===== src/ccpmc_pkg.sv =====
// Package of constants and types for the capture/compare/PWM mode control block.
package ccpmc_pkg;

    // ************************************************************
    // Register map, word offsets in bytes.
    // ************************************************************
    localparam logic [3:0] CCPMC_OFF_CONTROL = 4'h0;
    localparam logic [3:0] CCPMC_OFF_DATA = 4'h4;
    localparam logic [3:0] CCPMC_OFF_STATUS = 4'h8;
    localparam logic [3:0] CCPMC_OFF_IRQ_CLEAR = 4'hC;
    localparam logic [3:0] CCPMC_OFF_IRQ_ENABLE = 4'h0;

    // ************************************************************
    // Field layout and reset values.
    // ************************************************************
    localparam int CCPMC_MODE_LSB = 0;
    localparam int CCPMC_DUTY_LSB = 4;
    localparam logic [15:0] CCPMC_CONTROL_RESET = 16'h0000;
    localparam logic [15:0] CCPMC_DATA_RESET = 16'h0000;
    localparam logic [4:0] CCPMC_PRESCALE_LAST = 5'h0F;

    // Channel mode codes.
    localparam logic [3:0] CCPMC_M_OFF = 4'h0;
    localparam logic [3:0] CCPMC_M_TOGGLE = 4'h2;
    localparam logic [3:0] CCPMC_M_CAP_FALL = 4'h4;
    localparam logic [3:0] CCPMC_M_CAP_RISE = 4'h5;
    localparam logic [3:0] CCPMC_M_CAP_RISE16 = 4'h7;
    localparam logic [3:0] CCPMC_M_CMP_HIGH = 4'h8;
    localparam logic [3:0] CCPMC_M_CMP_LOW = 4'h9;
    localparam logic [3:0] CCPMC_M_SOFT = 4'hA;
    localparam logic [3:0] CCPMC_M_TRIGGER = 4'hB;
    localparam logic [3:0] CCPMC_M_PWM = 4'hC;

    // Control register contents.
    typedef struct packed {
        logic [1:0] duty_low_bits;
        logic [3:0] channel_mode_field;
    } ccpmc_control_t;

    // Interrupt status layout: bit 0 channel event.
    typedef struct packed {
        logic channel_irq_flag;
    } ccpmc_irq_t;

endpackage : ccpmc_pkg


===== src/ccpmc_edge.sv =====
// Edge detector for the channel input pin.
`timescale 1ns/1ps
module ccpmc_edge import ccpmc_pkg::*; (
    input wire logic clk,
    input wire logic srst,
    input wire logic pin_in,
    output logic rise,
    output logic fall
);
    logic prev;

    // Keep last pin level so edges last exactly one cycle.
    always_ff @(posedge clk) begin
        if (srst) begin
            prev <= 1'b0;
        end else begin
            prev <= pin_in;
        end
    end

    assign rise = pin_in & ~prev;
    assign fall = ~pin_in & prev;
endmodule : ccpmc_edge


===== src/ccpmc_pwm.sv =====
// Ten-bit PWM generator with a slave duty buffer.
`timescale 1ns/1ps
module ccpmc_pwm import ccpmc_pkg::*; (
    input wire logic clk,
    input wire logic srst,
    input wire logic run,
    input wire logic [9:0] duty,
    input wire logic [9:0] count,
    input wire logic period_start,
    output logic pwm_out,
    output logic [7:0] slave_high
);
    logic [9:0] slave_duty;

    // Duty is latched only at period start so a mid-period write cannot glitch.
    always_ff @(posedge clk) begin
        if (srst || !run) begin
            slave_duty <= 10'h000;
        end else if (period_start) begin
            slave_duty <= duty;
        end
    end

    // Output is high while the count is below the latched duty.
    always_ff @(posedge clk) begin
        if (srst || !run) begin
            pwm_out <= 1'b0;
        end else begin
            pwm_out <= (period_start ? duty : slave_duty) > count;
        end
    end

    assign slave_high = slave_duty[9:2];
endmodule : ccpmc_pwm


===== src/ccpmc_top.sv =====
// Capture/compare/PWM channel mode control with an Avalon-MM register slave.
//
// Summary of operation
// - Mode field in control bits 3-0 selects channel behaviour.
// - In PWM, control bits 5-4 are duty-cycle bits 1-0.
// - Duty bits 9-2 come from the data low byte.
// - Duty bits in control have no effect in capture or compare.
// - Mode 1001: pin high at setup, low plus flag on match.
// - Mode 1000: pin low at setup, high plus flag on match.
// - Mode 0010: toggle pin and set flag on every match.
// - Mode 0111: capture timer and flag every sixteenth rising edge.
// - Mode 0101: capture timer on every rising edge.
// - Mode 0100: capture timer on every falling edge.
// - Mode 1011: on match reset timer and set flag, no conversion start.
// - Capture and compare use both data bytes as one 16-bit value.
// - In PWM the high data byte is hidden; the slave duty buffer is held in the PWM core.
//
// The Avalon-MM interface to the registers and the register offsets are this design's own decisions.
`timescale 1ns/1ps
module ccpmc_top import ccpmc_pkg::*; (
    input wire logic clk,
    input wire logic srst,
    input wire logic [3:0] avs_address,
    input wire logic avs_read,
    input wire logic avs_write,
    input wire logic [31:0] avs_writedata,
    input wire logic [3:0] avs_byteenable,
    output logic [31:0] avs_readdata,
    output logic avs_waitrequest,
    input wire logic [15:0] timer_value,
    input wire logic timer_period_start,
    output logic timer_reset,
    input wire logic channel_pin_in,
    output logic channel_pin_out,
    output logic channel_pin_oe,
    output logic irq
);
    // ************************************************************
    // Registers and internal state.
    // ************************************************************
    ccpmc_control_t control;
    logic [15:0] data;
    ccpmc_irq_t status;
    ccpmc_irq_t enable;
    logic [3:0] mode;
    logic [4:0] edge_count;
    logic [3:0] prev_mode;
    logic mode_changed;
    logic rise;
    logic fall;
    logic match;
    logic is_capture;
    logic is_compare;
    logic is_pwm;
    logic capture_event;
    logic compare_event;
    logic pwm_level;
    logic [7:0] slave_high;
    logic [9:0] pwm_duty;
    logic access_done;
    logic bus_wr;
    logic clear_hit;
    logic [31:0] next_readdata;

    // Mode decode; reserved codes fall into none of the groups below.
    assign mode = control.channel_mode_field;
    assign is_capture = (mode == CCPMC_M_CAP_FALL) || (mode == CCPMC_M_CAP_RISE)
        || (mode == CCPMC_M_CAP_RISE16);
    assign is_compare = (mode == CCPMC_M_TOGGLE) || (mode == CCPMC_M_CMP_HIGH)
        || (mode == CCPMC_M_CMP_LOW) || (mode == CCPMC_M_SOFT)
        || (mode == CCPMC_M_TRIGGER);
    assign is_pwm = (mode == CCPMC_M_PWM);
    assign mode_changed = (mode != prev_mode);
    assign match = is_compare && (timer_value == data);

    // ************************************************************
    // Avalon-MM slave: one wait cycle, then the answer.
    // ************************************************************
    assign bus_wr = avs_write && access_done;
    assign clear_hit = bus_wr && (avs_address == CCPMC_OFF_IRQ_CLEAR) && avs_byteenable[0];

    // Waitrequest idles high and drops for one cycle after each request is seen.
    // Registered so that it never loops combinationally back into the master.
    always_ff @(posedge clk) begin
        if (srst) begin
            avs_waitrequest <= 1'b1;
        end else begin
            avs_waitrequest <= !((avs_read || avs_write) && avs_waitrequest);
        end
    end

    assign access_done = !avs_waitrequest;

    // Control register write; bits 15-6 are not stored here, bit 8 goes to the interrupt enable.
    always_ff @(posedge clk) begin
        if (srst) begin
            control <= ccpmc_control_t'(CCPMC_CONTROL_RESET[5:0]);
        end else if (bus_wr && avs_address == CCPMC_OFF_CONTROL && avs_byteenable[0]) begin
            control <= ccpmc_control_t'(avs_writedata[5:0]);
        end
    end

    // Data register: software writes, capture overwrites, wins over software.
    // Cleared only on entry into off, so software may preload a compare value while off.
    always_ff @(posedge clk) begin
        if (srst || (mode == CCPMC_M_OFF && mode_changed)) begin
            data <= CCPMC_DATA_RESET;
        end else if (capture_event) begin
            data <= timer_value;
        end else if (bus_wr && avs_address == CCPMC_OFF_DATA) begin
            if (avs_byteenable[0]) begin
                data[7:0] <= avs_writedata[7:0];
            end
            if (avs_byteenable[1] && !is_pwm) begin
                data[15:8] <= avs_writedata[15:8];
            end
        end
    end

    // Read multiplexer; in PWM the high byte shows zero, it is not accessible.
    always_comb begin
        next_readdata = 32'h0000_0000;
        case (avs_address)
            CCPMC_OFF_CONTROL: next_readdata = {26'h000_0000, control};
            CCPMC_OFF_DATA: next_readdata = {16'h0000, is_pwm ? 8'h00 : data[15:8], data[7:0]};
            CCPMC_OFF_STATUS: next_readdata = {31'h0000_0000, status.channel_irq_flag};
            default: next_readdata = 32'h0000_0000;
        endcase
    end

    // Read data registered at the answering edge.
    always_ff @(posedge clk) begin
        if (srst) begin
            avs_readdata <= 32'h0000_0000;
        end else if (avs_read && avs_waitrequest) begin
            avs_readdata <= next_readdata;
        end
    end

    // ************************************************************
    // Capture path.
    // ************************************************************
    // Edge pulses last one cycle; the detector idles low like the pin after reset.
    ccpmc_edge u_edge (
        .clk(clk),
        .srst(srst),
        .pin_in(channel_pin_in),
        .rise(rise),
        .fall(fall)
    );

    // Prescaler for the sixteen-edge mode restarts on any mode change.
    always_ff @(posedge clk) begin
        if (srst || mode_changed) begin
            edge_count <= 5'h00;
        end else if (mode == CCPMC_M_CAP_RISE16 && rise) begin
            edge_count <= (edge_count == CCPMC_PRESCALE_LAST) ? 5'h00 : edge_count + 5'h01;
        end
    end

    // Capture strobe for the three capture modes; reserved codes never capture.
    always_comb begin
        capture_event = 1'b0;
        case (mode)
            CCPMC_M_CAP_FALL: capture_event = fall;
            CCPMC_M_CAP_RISE: capture_event = rise;
            CCPMC_M_CAP_RISE16: capture_event = rise && (edge_count == CCPMC_PRESCALE_LAST);
            default: capture_event = 1'b0;
        endcase
    end

    // ************************************************************
    // Compare and PWM output path.
    // ************************************************************
    assign compare_event = match && !mode_changed;
    assign pwm_duty = {data[7:0], control.duty_low_bits};

    // The PWM core runs only in mode 1100; elsewhere it holds its buffer at zero.
    ccpmc_pwm u_pwm (
        .clk(clk),
        .srst(srst),
        .run(is_pwm),
        .duty(pwm_duty),
        .count(timer_value[9:0]),
        .period_start(timer_period_start),
        .pwm_out(pwm_level),
        .slave_high(slave_high)
    );

    // Remember the mode so entry into a compare mode sets the pin level.
    always_ff @(posedge clk) begin
        if (srst) begin
            prev_mode <= CCPMC_M_OFF;
        end else begin
            prev_mode <= mode;
        end
    end

    // Pin drive; duty bits are ignored outside PWM.
    always_ff @(posedge clk) begin
        if (srst) begin
            channel_pin_out <= 1'b0;
            channel_pin_oe <= 1'b0;
        end else begin
            channel_pin_oe <= is_compare || is_pwm;
            case (mode)
                CCPMC_M_CMP_LOW: channel_pin_out <= mode_changed ? 1'b1
                    : (compare_event ? 1'b0 : channel_pin_out);
                CCPMC_M_CMP_HIGH: channel_pin_out <= mode_changed ? 1'b0
                    : (compare_event ? 1'b1 : channel_pin_out);
                CCPMC_M_TOGGLE: channel_pin_out <= channel_pin_out ^ compare_event;
                CCPMC_M_PWM: channel_pin_out <= pwm_level;
                CCPMC_M_SOFT, CCPMC_M_TRIGGER: channel_pin_out <= channel_pin_out;
                default: channel_pin_out <= 1'b0;
            endcase
        end
    end

    // Timer reset pulse for the special event trigger mode.
    always_ff @(posedge clk) begin
        if (srst) begin
            timer_reset <= 1'b0;
        end else begin
            timer_reset <= compare_event && (mode == CCPMC_M_TRIGGER);
        end
    end

    // ************************************************************
    // Interrupt status, enable and clear; a new event beats a clear.
    // ************************************************************
    always_ff @(posedge clk) begin
        if (srst) begin
            status <= '0;
        end else if (compare_event || capture_event) begin
            status.channel_irq_flag <= 1'b1;
        end else if (clear_hit && avs_writedata[0]) begin
            status.channel_irq_flag <= 1'b0;
        end
    end

    // Interrupt enable shares the control word, in its second byte.
    always_ff @(posedge clk) begin
        if (srst) begin
            enable <= '0;
        end else if (bus_wr && avs_address == CCPMC_OFF_IRQ_ENABLE && avs_byteenable[1]) begin
            enable.channel_irq_flag <= avs_writedata[8];
        end
    end

    // Level interrupt, registered so that the line never glitches.
    always_ff @(posedge clk) begin
        if (srst) begin
            irq <= 1'b0;
        end else begin
            irq <= status.channel_irq_flag && enable.channel_irq_flag;
        end
    end
endmodule : ccpmc_top


===== config.mk =====
export PLATFORM = sky130hd
export DESIGN_NAME = ccpmc_top
export DESIGN_NICKNAME = d
export VERILOG_FILES = /design/src/ccpmc_pkg.sv /design/src/ccpmc_edge.sv /design/src/ccpmc_pwm.sv /design/src/ccpmc_top.sv
export SDC_FILE = /design/constraint.sdc
export NUM_CORES = 1
export LEC_CHECK = 0
export BUFFER_PORTS_ARGS = -buffer_cell sky130_fd_sc_hd__buf_2
export CAP_MARGIN = 20
export CORE_MARGIN = 2
export CORE_UTILIZATION = 52
export DETAILED_ROUTE_END_ITERATION = 8
export GPL_TIMING_DRIVEN = 0
export PLACE_DENSITY = 0.8
export RECOVER_POWER = 25
export SETUP_SLACK_MARGIN = 0.02
export SLEW_MARGIN = 20
export SYNTH_ARGS = -nofsm -noshare
export SYNTH_HDL_FRONTEND = slang
export SYNTH_SLANG_ARGS = --single-unit

===== constraint.sdc =====
create_clock -name clk -period 3.3 [get_ports clk]
set_clock_uncertainty 0.15 [all_clocks]
set_input_delay 0.66 -clock clk [delete_from_list [all_inputs] [get_ports clk]]
set_output_delay 0.66 -clock clk [all_outputs]
set_load 0.05 [all_outputs]

==> results of run 1 <==
-- power by group through the flow --
stage	combinational (W)	sequential, W	clock (W)
6_report	0.000171	0.000801	0.000749
2_1_floorplan	0.000111	0.000822	0
4_1_cts	0.000170	0.000801	0.000750
5_1_grt	0.000184	0.000801	0.000785
3_3_place_gp	0.000166	0.000819	0
3_5_place_dp	0.000168	0.000819	0
-- sequential cells by signal, indices dropped and copies added (netlist names), 2 cells and up --
signal            count
avs_readdata         16
control               2
data                 16
edge_count            5
mode                  4
prev_mode             4
u_pwm.slave_duty     10
-- synth_stat cells (all sizes together) (3+ instances only) --
cell / number / area share
nor2b: 18 / 0.032
a41oi: 3 / 0.0076
a31oi: 3 / 0.0097
mux2: 9 / 0.029
ha: 11 / 0.040
inv: 12 / 0.013
o21ai: 7 / 0.010
buf: 26 / 0.052
xnor2: 4 / 0.010
nand2b: 4 / 0.0072
clkbuf: 10 / 0.011
xor2: 17 / 0.043
nor2: 36 / 0.040
a211oi: 17 / 0.037
nand3: 24 / 0.035
mux2i: 25 / 0.072
a21oi: 32 / 0.046
nor4: 6 / 0.011
dfxtp: 66 / 0.38
and3: 3 / 0.0054
nand2: 29 / 0.031
nand4: 5 / 0.0090
nor3: 9 / 0.013
nand3b: 4 / 0.0097
-- worst reg2reg max path: cells and delay by family (launching register included) --
kind	cells	cell delay, ps
AO/OA/AOI/OAI	3	760
AND/OR/NAND/NOR	2	280
flip-flops	1	350
buffers and inverters	1	460
adder cells (fa/ha/maj)	1	220
-- final cells by class --
| cell class | count | area [sq um] |
|---|---|---|
| buffer | 36 | 216 |
| clock buffer | 14 | 153 |
| clock inverter | 2 | 60.1 |
| fill | 524 | 2280 |
| inverter | 12 | 45.0 |
| multi-input combinational | 299 | 1950 |
| sequential | 66 | 1320 |
| tap | 77 | 96.3 |
| timing repair buffer | 62 | 305 |
-- layout by cell type, fill, tap and decap left out, types with 8 or more instances in the layout --
cell      instances
dfxtp_1          66
buf_2            60
nor2_1           34
a21oi_1          32
nand2_1          29
mux2i_1          25
nand3_1          24
clkbuf_1         21
buf_4            19
nor2b_1          18
a211oi_1         17
xor2_1           17
conb_1           16
inv_1            12
ha_1             11
clkbuf_8         10
nor3_1            9
mux2_2            8
-- metrics by stage --
step | total power [W] | cells | hold slack (ps)
2_1_floorplan | 0.000933 | 413 | 273
3_3_place_gp | 0.000985 | 552 | 286
3_5_place_dp | 0.000988 | 552 | 292
4_1_cts | 0.00172 | 568 | 301
5_1_grt | 0.00177 | 568 | 321
6_report | 0.00172 | 568 | 302
-- final timing paths --
| kind | from | endpoint | slack, ps | cells after the start |
|---|---|---|---|---|
| hold / removal | avs_readdata[13]$_SDFFE_PP0P_ | avs_readdata[13]$_SDFFE_PP0P_ | 300 | 2 |
| setup reg to reg | edge_count[0]$_SDFFE_PP0P_ | data[1]$_SDFFE_PP0P_ | 980 | 7 |
| hold reg to reg | avs_readdata[13]$_SDFFE_PP0P_ | avs_readdata[13]$_SDFFE_PP0P_ | 300 | 2 |
| setup / recovery | timer_period_start | u_pwm.pwm_out$_SDFF_PP0_ | 750 | 9 |
-- cell families after synthesis --
| logic type | Yosys count | share of synthesized area |
|---|---|---|
| DFF | 66 | 0.380 |
| AOI/OAI and AO/OA | 68 | 0.126 |
| adders and majority gates | 11 | 0.0396 |
| buffers and inverters | 48 | 0.0760 |
| other | 1 | 0.00108 |
| muxes | 34 | 0.101 |
| and+or+nand+nor | 149 | 0.224 |
| xor gates and xnor gates | 21 | 0.0529 |
-- layer usage --
layer / part of all wire / vias to the layer above
met1: 0.45 / 1520
met3: 0.065 / 25
met4: 0.025 / 0
met2: 0.46 / 113
li1: - / 1548
met5: 0 / -
==> impl_metrics.toml, run 1 <==
[clock_network]
cts_buffers = 9
cts_tree = "done"
clock_latency_ps = 340
cts.htree.levels = 3
cts_buffer_depth = 2
cts_root_buffer = "clkbuf_8"
ctsHoldBuffers = 0
path_clk_slew_ps = 70
cts_sinks = 66
ctsResizeCount = 0
cts_setup_buffers = 0

[outcome]
status = "finished, violations left"
violations = "design-rule violations"

[timing]
finalSetupViolCount = 0
finalSetupTns_ps = 0
fin_ws_ps = 749
fmaxAchievable_mhz = 392
rsz0062_at_grt = "no"
period_share = 0.773
tightest_slew_ps = 599
max_slew_margin = 0.602
slew_viol_final = 0
fin_crit_ps = 2550
hold_violations = 0

[layout]
stdcell_area_sq_um = 4140
fin_util = 0.645
drive_above_1_share = 0.218
syn_to_final_growth_pct = 19.2
num_antenna_cells = 0
layout.nets = 559

[synth]
synth_seq_cells = 66
synth_top_flop_cell = "dfxtp_1"
ys_seq_area_frac = 0.380
synth_cells = 398
synth_warnings = 0
synth_cell_types = 45
syn_area_sq_um = 3480
synth-edff-count = 0
syn_area_per_cell_sq_um = 8.73
postSynth.asyncResetShare = 0

[setup_path]
slowest_delay_ps = 440
start_kind = "input port"
crit_fanout = 10
path_delay_family = "buffers and inverters"
crit_arrival_ps = 2630
crit_buf_inv = 1
crit_required_ps = 3380
crit_chain = "clkbuf_1, mux2_2, ha_1, nand4_1, nor2_1, o21ai_0, nand2_1, nor3_1, a311oi_1"
critPathKind = "input port to flip-flop"
critPathSlowestCell = "clkbuf_1"
end_kind = "flip-flop"

[detailed_routing]
ant_nets = 0
wl_mm = 8.57
vias = 3206
avgViaCountPerCell = 5.64
drt-initial-drc-count = 280
routedWlPerCell_um = 15.1
drc = 8
drtPass1Iterations = 7

[power]
ir_worst_vdd_mv = 0.250
leakagePower_nw = 1.73
power_frac_comb = 0.100
clockPowerShare = 0.435
p_switching_w = 0.000419
power.density_nw_per_um2 = 415
intPower_w = 0.00130
switching_share = 0.243
seqPwrFrac = 0.465

[global_route]
grt_max_degree = 11
grt-ovfl-total = 0
grt.total_usage = 0.238
antenna_found_initial = 0
grt_pass1_wl_mm = 13.9
grtUsageMet1 = 0.320
grt_pass1_vias = 2937
grt_util_met2 = 0.379
grt_busiest_layer = "met2"
use_met3 = 0.0404

[placed_design]
gp_congestion = 0.889
io_buffers = 62
dp_hpwl_mm = 6.60
dpl_cell_area_sq_um = 3940
pre_cts_ws_ps = 362

[floorplan]
fp.dieH_um = 85.8
die_w_um = 85.8
rows = 29
initial_core_util = 0.541
core_area_sq_um = 6420
io_pins = 99
die-area_sq_um = 7350

[job]
drv_cap = 0

[min_path]
hold_class = "flip-flop to flip-flop"
Note: power is estimated with default switching activity, not from simulation.
==> run 2: changes to the inputs <==
--- a/config.mk
+++ b/config.mk
@@ -5,13 +5,14 @@
 export SDC_FILE = /design/constraint.sdc
 export NUM_CORES = 1
 export LEC_CHECK = 0
+export ABC_AREA = 1
 export BUFFER_PORTS_ARGS = -buffer_cell sky130_fd_sc_hd__buf_2
 export CAP_MARGIN = 20
 export CORE_MARGIN = 2
-export CORE_UTILIZATION = 52
+export CORE_UTILIZATION = 47
 export DETAILED_ROUTE_END_ITERATION = 8
 export GPL_TIMING_DRIVEN = 0
-export PLACE_DENSITY = 0.8
+export PLACE_DENSITY = 0.76
 export RECOVER_POWER = 25
 export SETUP_SLACK_MARGIN = 0.02
 export SLEW_MARGIN = 20
==> constraint.sdc (replaced) <==
create_clock -name clk -period 2.3 [get_ports clk]
set_clock_uncertainty 0.15 [all_clocks]
set_input_delay 0.46 -clock clk [delete_from_list [all_inputs] [get_ports clk]]
set_output_delay 0.46 -clock clk [all_outputs]
set_load 0.05 [all_outputs]
==> impl_metrics.toml, run 2 <==
[synth]
synth_top_area_frac = 0.376
synth_top_area_cell = "dfxtp_1"
synth-edff-count = 0
synth_warnings = 0
synth_seq_cells = 66
synthTopCellsByArea = "dfxtp_1, nand2_1, inv_1, nand3_1, a21oi_1"
synth_cells = 504
synth_cell_types = 39
postSynth.asyncResetShare = 0
syn_area_sq_um = 3520
syn_area_per_cell_sq_um = 6.98
synth_most_common_cell = "nand2_1"
ys_seq_area_frac = 0.376
post_synth_most_frequent_cells = "nand2_1, dfxtp_1, inv_1"
synth_top_flop_cell = "dfxtp_1"

[floorplan]
die_w_um = 90.5
initial_core_util = 0.485
die-area_sq_um = 8190
io_pins = 99
core_area_sq_um = 7250
rows = 31
fp.dieH_um = 90.5

[timing]
hold_ws_ps = 164
rsz0062_at_grt = "no"
finalSetupTns_ps = 0
fmaxAchievable_mhz = 499
period_share = 0.872
tightest_slew_ps = 623
fin_crit_ps = 2000
finalSetupViolCount = 0
max_slew_margin = 0.586
slew_viol_final = 0
hold_violations = 0

[layout]
syn_to_final_growth_pct = 19.3
mostFrequentLayoutCells = "nand2_1, dfxtp_1, inv_1"
stdcell_area_sq_um = 4200
reg_top3 = "avs_readdata (16), data (16), u_pwm.slave_duty (10)"
fin_util = 0.578
final_common_cell = "nand2_1"
num_antenna_cells = 0
drive_above_1_share = 0.181
layout.nets = 665

[setup_path]
rr_worst_depth = 9
crit_chain = "ha_1, nand3_1, nor2_2, o2111ai_2, nand2_4, inv_4, buf_2, nand3_1, a31oi_1"
critPathSlowestCell = "dfxtp_1"
path_delay_family = "simple AND/OR/NAND/NOR gates"
reg2reg_slack_ps = 300
critPathKind = "flip-flop to flip-flop"
crit_top_cell = "nand3_1"
slowest_delay_ps = 340
crit_fanout = 10
end_kind = "flip-flop"
crit_required_ps = 2420
crit_arrival_ps = 2120
r2r-end = "data[7]$_SDFFE_PP0P_"
start_kind = "flip-flop"
crit_buf_inv = 2
timing.rr.start = "edge_count[0]$_SDFFE_PP0P_"

[global_route]
grt_pass1_vias = 3350
grt_max_degree = 12
grt-ovfl-total = 0
grt.total_usage = 0.231
grt_pass1_wl_mm = 15.3
antenna_found_initial = 0

[clock_network]
path_clk_slew_ps = 70
cts_root_buffer = "clkbuf_8"
cts.htree.levels = 3
ctsResizeCount = 0
clock_latency_ps = 350
cts_buffers = 9
cts_sinks = 66
cts_buffer_depth = 2
cts_setup_buffers = 0
ctsHoldBuffers = 0
cts_tree = "done"

[detailed_routing]
drc = 0
vias = 3677
wl_mm = 9.38
drt-initial-drc-count = 259
ant_nets = 0
drtPass1Iterations = 5
avgViaCountPerCell = 5.28
routedWlPerCell_um = 13.5

[placed_design]
dp_hpwl_mm = 7.22
io_buffers = 62
gp_congestion = 0.918
dpl_cell_area_sq_um = 4010

[power]
leakagePower_nw = 1.87
ir_worst_vdd_mv = 0.263
power.density_nw_per_um2 = 602

[job]
drv_cap = 0

[outcome]
status = "finished clean"

[min_path]
hold_class = "input port to flip-flop"
hold_depth = 2
min_to = "avs_waitrequest$_SDFF_PP1_"
hp-start = "avs_read"
[run 2: cell types whose count changed in the layout (fill, tap and decap cells not counted), moves of 7 or more]
| cell | before | now |
|---|---|---|
| mux2_2 | 8 | 0 |
| inv_2 | 0 | 7 |
| mux2i_1 | 25 | 0 |
| a211oi_1 | 17 | 0 |
| nor2b_1 | 18 | 0 |
| buf_2 | 60 | 50 |
| a31oi_1 | 2 | 18 |
| o21ai_0 | 6 | 27 |
| xor2_1 | 17 | 2 |
| nand3_1 | 24 | 42 |
| nand2_1 | 29 | 124 |
| inv_1 | 12 | 57 |
[run 2: layout make-up]
cell class / instances / area, sq um
fillers: 746 / 3060
multi-input cells: 357 / 1820
flip-flops and latches: 66 / 1320
repair buffers: 62 / 293
inverters: 66 / 250
plain buffers: 30 / 186
clock buffers: 12 / 155
well taps: 99 / 124
clock inverters: 4 / 50.0
[run 2: how the worst max path moves through the flow]
stage	from	end	slack, ps	cells past startpoint
after floorplan	timer_period_start	u_pwm.pwm_out$_SDFF_PP0_	330	13
after global placement	timer_period_start	u_pwm.pwm_out$_SDFF_PP0_	-20	13
after detailed placement	timer_period_start	u_pwm.pwm_out$_SDFF_PP0_	-30	13
after CTS	edge_count[0]$_SDFFE_PP0P_	data[7]$_SDFFE_PP0P_	290	9
after global routing	timer_period_start	u_pwm.pwm_out$_SDFF_PP0_	50	13
final	edge_count[0]$_SDFFE_PP0P_	data[7]$_SDFFE_PP0P_	300	9
[run 2: through the flow]
step	power, W	instances	setup slack, ps
after floorplan	0.00144	519	327
after detailed placement	0.00154	680	-34.7
final	0.00252	696	295
after global routing	0.00262	696	48.1
after CTS	0.00253	696	291
after global placement	0.00154	680	-17.6
[run 2: cells by family (layout without fill, tap and decap cells)]
| logic type | Yosys count | after routing | share of synthesized area |
|---|---|---|---|
| flops | 66 | 66 | 0.376 |
| simple gates | 234 | 234 | 0.302 |
| compound gates | 90 | 90 | 0.143 |
| fa+ha+maj | 11 | 11 | 0.0391 |
| xor+xnor | 6 | 6 | 0.0149 |
| buf+inv | 96 | 174 | 0.124 |
| other cells | 1 | 16 | 0.00107 |
[run 2: routing by layer]
| layer | routed length, um | global-route usage | share of wire | up-vias |
|---|---|---|---|---|
| li1 | - | - | - | 1797 |
| met1 | 3880 | 0.292 | 0.41 | 1696 |
| met2 | 4610 | 0.389 | 0.49 | 160 |
| met3 | 614 | 0.0326 | 0.065 | 24 |
| met4 | 265 | 0.105 | 0.028 | 0 |
| met5 | 0 | 0 | 0 | - |
[run 2: where the power goes]
group | switching (W) | internal [W] | total [W] | leakage, nW
Combinational | 0.000249 | 0.000103 | 0.000352 | 1.23
Clock | 0.000446 | 0.000558 | 0.00100 | 0.0986
Sequential | 0.00000940 | 0.00116 | 0.00117 | 0.534
[run 2: worst register-to-register path, cell delays in order, from the launching register on]
cell and delay [ps]:
dfxtp_1 340, ha_1 220, nand3_1 110, nor2_2 70, o2111ai_2 220, nand2_4 170
inv_4 140, buf_2 240, nand3_1 110, a31oi_1 170
==> run 3: changes to the inputs <==
--- a/config.mk
+++ b/config.mk
@@ -8,12 +8,10 @@
 export ABC_AREA = 1
 export BUFFER_PORTS_ARGS = -buffer_cell sky130_fd_sc_hd__buf_2
 export CAP_MARGIN = 20
-export CORE_MARGIN = 2
 export CORE_UTILIZATION = 47
 export DETAILED_ROUTE_END_ITERATION = 8
 export GPL_TIMING_DRIVEN = 0
 export PLACE_DENSITY = 0.76
-export RECOVER_POWER = 25
 export SETUP_SLACK_MARGIN = 0.02
 export SLEW_MARGIN = 20
 export SYNTH_ARGS = -nofsm -noshare
==> impl_metrics.toml, run 3 (synthesized netlist as in run 2, its figures left out) <==
[layout]
syn_to_final_growth_pct = 20.5
num_antenna_cells = 0
drive_above_1_share = 0.208
seqCellArea_sq_um = 1320
fillers = 729
layout.nets = 665
multi_input_comb_area_sq_um = 1820
stdcell_area_sq_um = 4240
stdcell_count = 696
mostFrequentLayoutCells = "nand2_1, dfxtp_1, buf_2"
final_common_cell = "nand2_1"
reg_top3 = "avs_readdata (16), data (16), u_pwm.slave_duty (10)"

[detailed_routing]
vias = 3635
drc = 0
wl_mm = 9.36
ant_nets = 0
drtPass1Iterations = 5
routedWlPerCell_um = 13.5
avgViaCountPerCell = 5.22
drt-initial-drc-count = 228

[timing]
tightest_slew_ps = 532
rsz0062_at_grt = "no"
max_slew_margin = 0.644
fin_crit_ps = 2060
hold_violations = 0
finalSetupViolCount = 0
period_share = 0.898
slew_viol_final = 0
fin_ws_ps = 235
finalSetupTns_ps = 0
fmaxAchievable_mhz = 484

[floorplan]
core_area_sq_um = 7250
io_pins = 99
rows = 31
die_w_um = 88.5
fp.dieH_um = 88.5
initial_core_util = 0.485
die-area_sq_um = 7830

[clock_network]
cts_tree = "done"
cts_root_buffer = "clkbuf_8"
clock_latency_ps = 340
cts_buffer_depth = 2
path_clk_slew_ps = 80
cts_sinks = 66
cts_buffers = 9
cts_setup_buffers = 0
cts.htree.levels = 3
ctsHoldBuffers = 0

[placed_design]
place_inst = 680
dp_hpwl_mm = 7.20
gp_congestion = 0.907
pre_cts_ws_ps = -83.0
dpl_cell_area_sq_um = 4010
io_buffers = 62

[setup_path]
start_kind = "flip-flop"
reg2reg_slack_ps = 240
critPathKind = "flip-flop to flip-flop"
crit_arrival_ps = 2160
end_kind = "flip-flop"
crit_fanout = 4
crit_required_ps = 2390

[power]
power.density_nw_per_um2 = 626
power_frac_comb = 0.134
intPower_w = 0.00193
power_w = 0.00265
switching_share = 0.270
clockPowerShare = 0.425
seqPwrFrac = 0.440
p_switching_w = 0.000717
ir_worst_vdd_mv = 0.312
leakagePower_nw = 1.95

[global_route]
grt.total_usage = 0.244
antenna_found_initial = 0
grt_pass1_wl_mm = 14.5
grt_max_degree = 12
grt-ovfl-total = 0
grt_pass1_vias = 3207

[outcome]
status = "finished clean"

[min_path]
hold_class = "input port to flip-flop"

[job]
drv_cap = 0
[run 3: final timing paths]
kind,start,end,cells past startpoint
min,avs_read,avs_waitrequest$_SDFF_PP1_,2
max,data[7]$_SDFFE_PP0P_,u_pwm.pwm_out$_SDFF_PP0_,13
max reg2reg,data[7]$_SDFFE_PP0P_,u_pwm.pwm_out$_SDFF_PP0_,13
min reg2reg,enable$_SDFFE_PP0P_,irq$_SDFF_PP0_,2
[run 3: power groups by stage]
stage	Combinational (W)	Clock, W	Sequential [W]
after detailed placement	0.000351	0	0.00119
after floorplan	0.000203	0	0.00124
after global placement	0.000344	0	0.00119
after CTS	0.000352	0.00113	0.00117
final	0.000356	0.00113	0.00117
after global routing	0.000386	0.00118	0.00117
[run 3: layout make-up]
| cell class | instances | share of cell area |
|---|---|---|
| Timing Repair Buffer | 62 | 0.0732 |
| Tap cell | 99 | 0.0292 |
| Clock buffer | 12 | 0.0366 |
| Inverter | 66 | 0.0590 |
| Multi-Input combinational cell | 357 | 0.428 |
| Buffer | 30 | 0.0443 |
| Sequential cell | 66 | 0.312 |
| Clock inverter | 4 | 0.0174 |
[run 3: metal layers]
| layer | vias to the layer above | track usage | share of wire |
|---|---|---|---|
| li1 | 1803 | - | - |
| met4 | 0 | 0.104 | 0.016 |
| met5 | - | 0 | 0 |
| met3 | 16 | 0.0326 | 0.055 |
| met2 | 140 | 0.427 | 0.49 |
| met1 | 1676 | 0.300 | 0.44 |
[run 3: stage by stage]
| stage | utilization | hold WS [ps] |
|---|---|---|
| floorplan | - | 260 |
| global placement | 0.553 | 289 |
| detailed placement | 0.553 | 282 |
| CTS | 0.584 | 171 |
| global route | 0.584 | 175 |
| finish | 0.584 | 174 |
[run 3: worst max-delay path, stage by stage (launching register included)]
cell     delay [ps]
dfxtp_1         360
inv_1            90
nand2_1          50
o21ai_0         100
inv_1            80
ha_1            300
nand2_1          80
inv_1            50
nand3_1         110
inv_1           100
nand4_1         110
nor2_1          110
nor3_1           50
nor3_1          220
[run 3: timing repair]
action / CTS / global route
endpoints found under the setup margin: 0 / 1
resized for setup: 0 / 2
endpoints found under the hold margin: 0 / 0
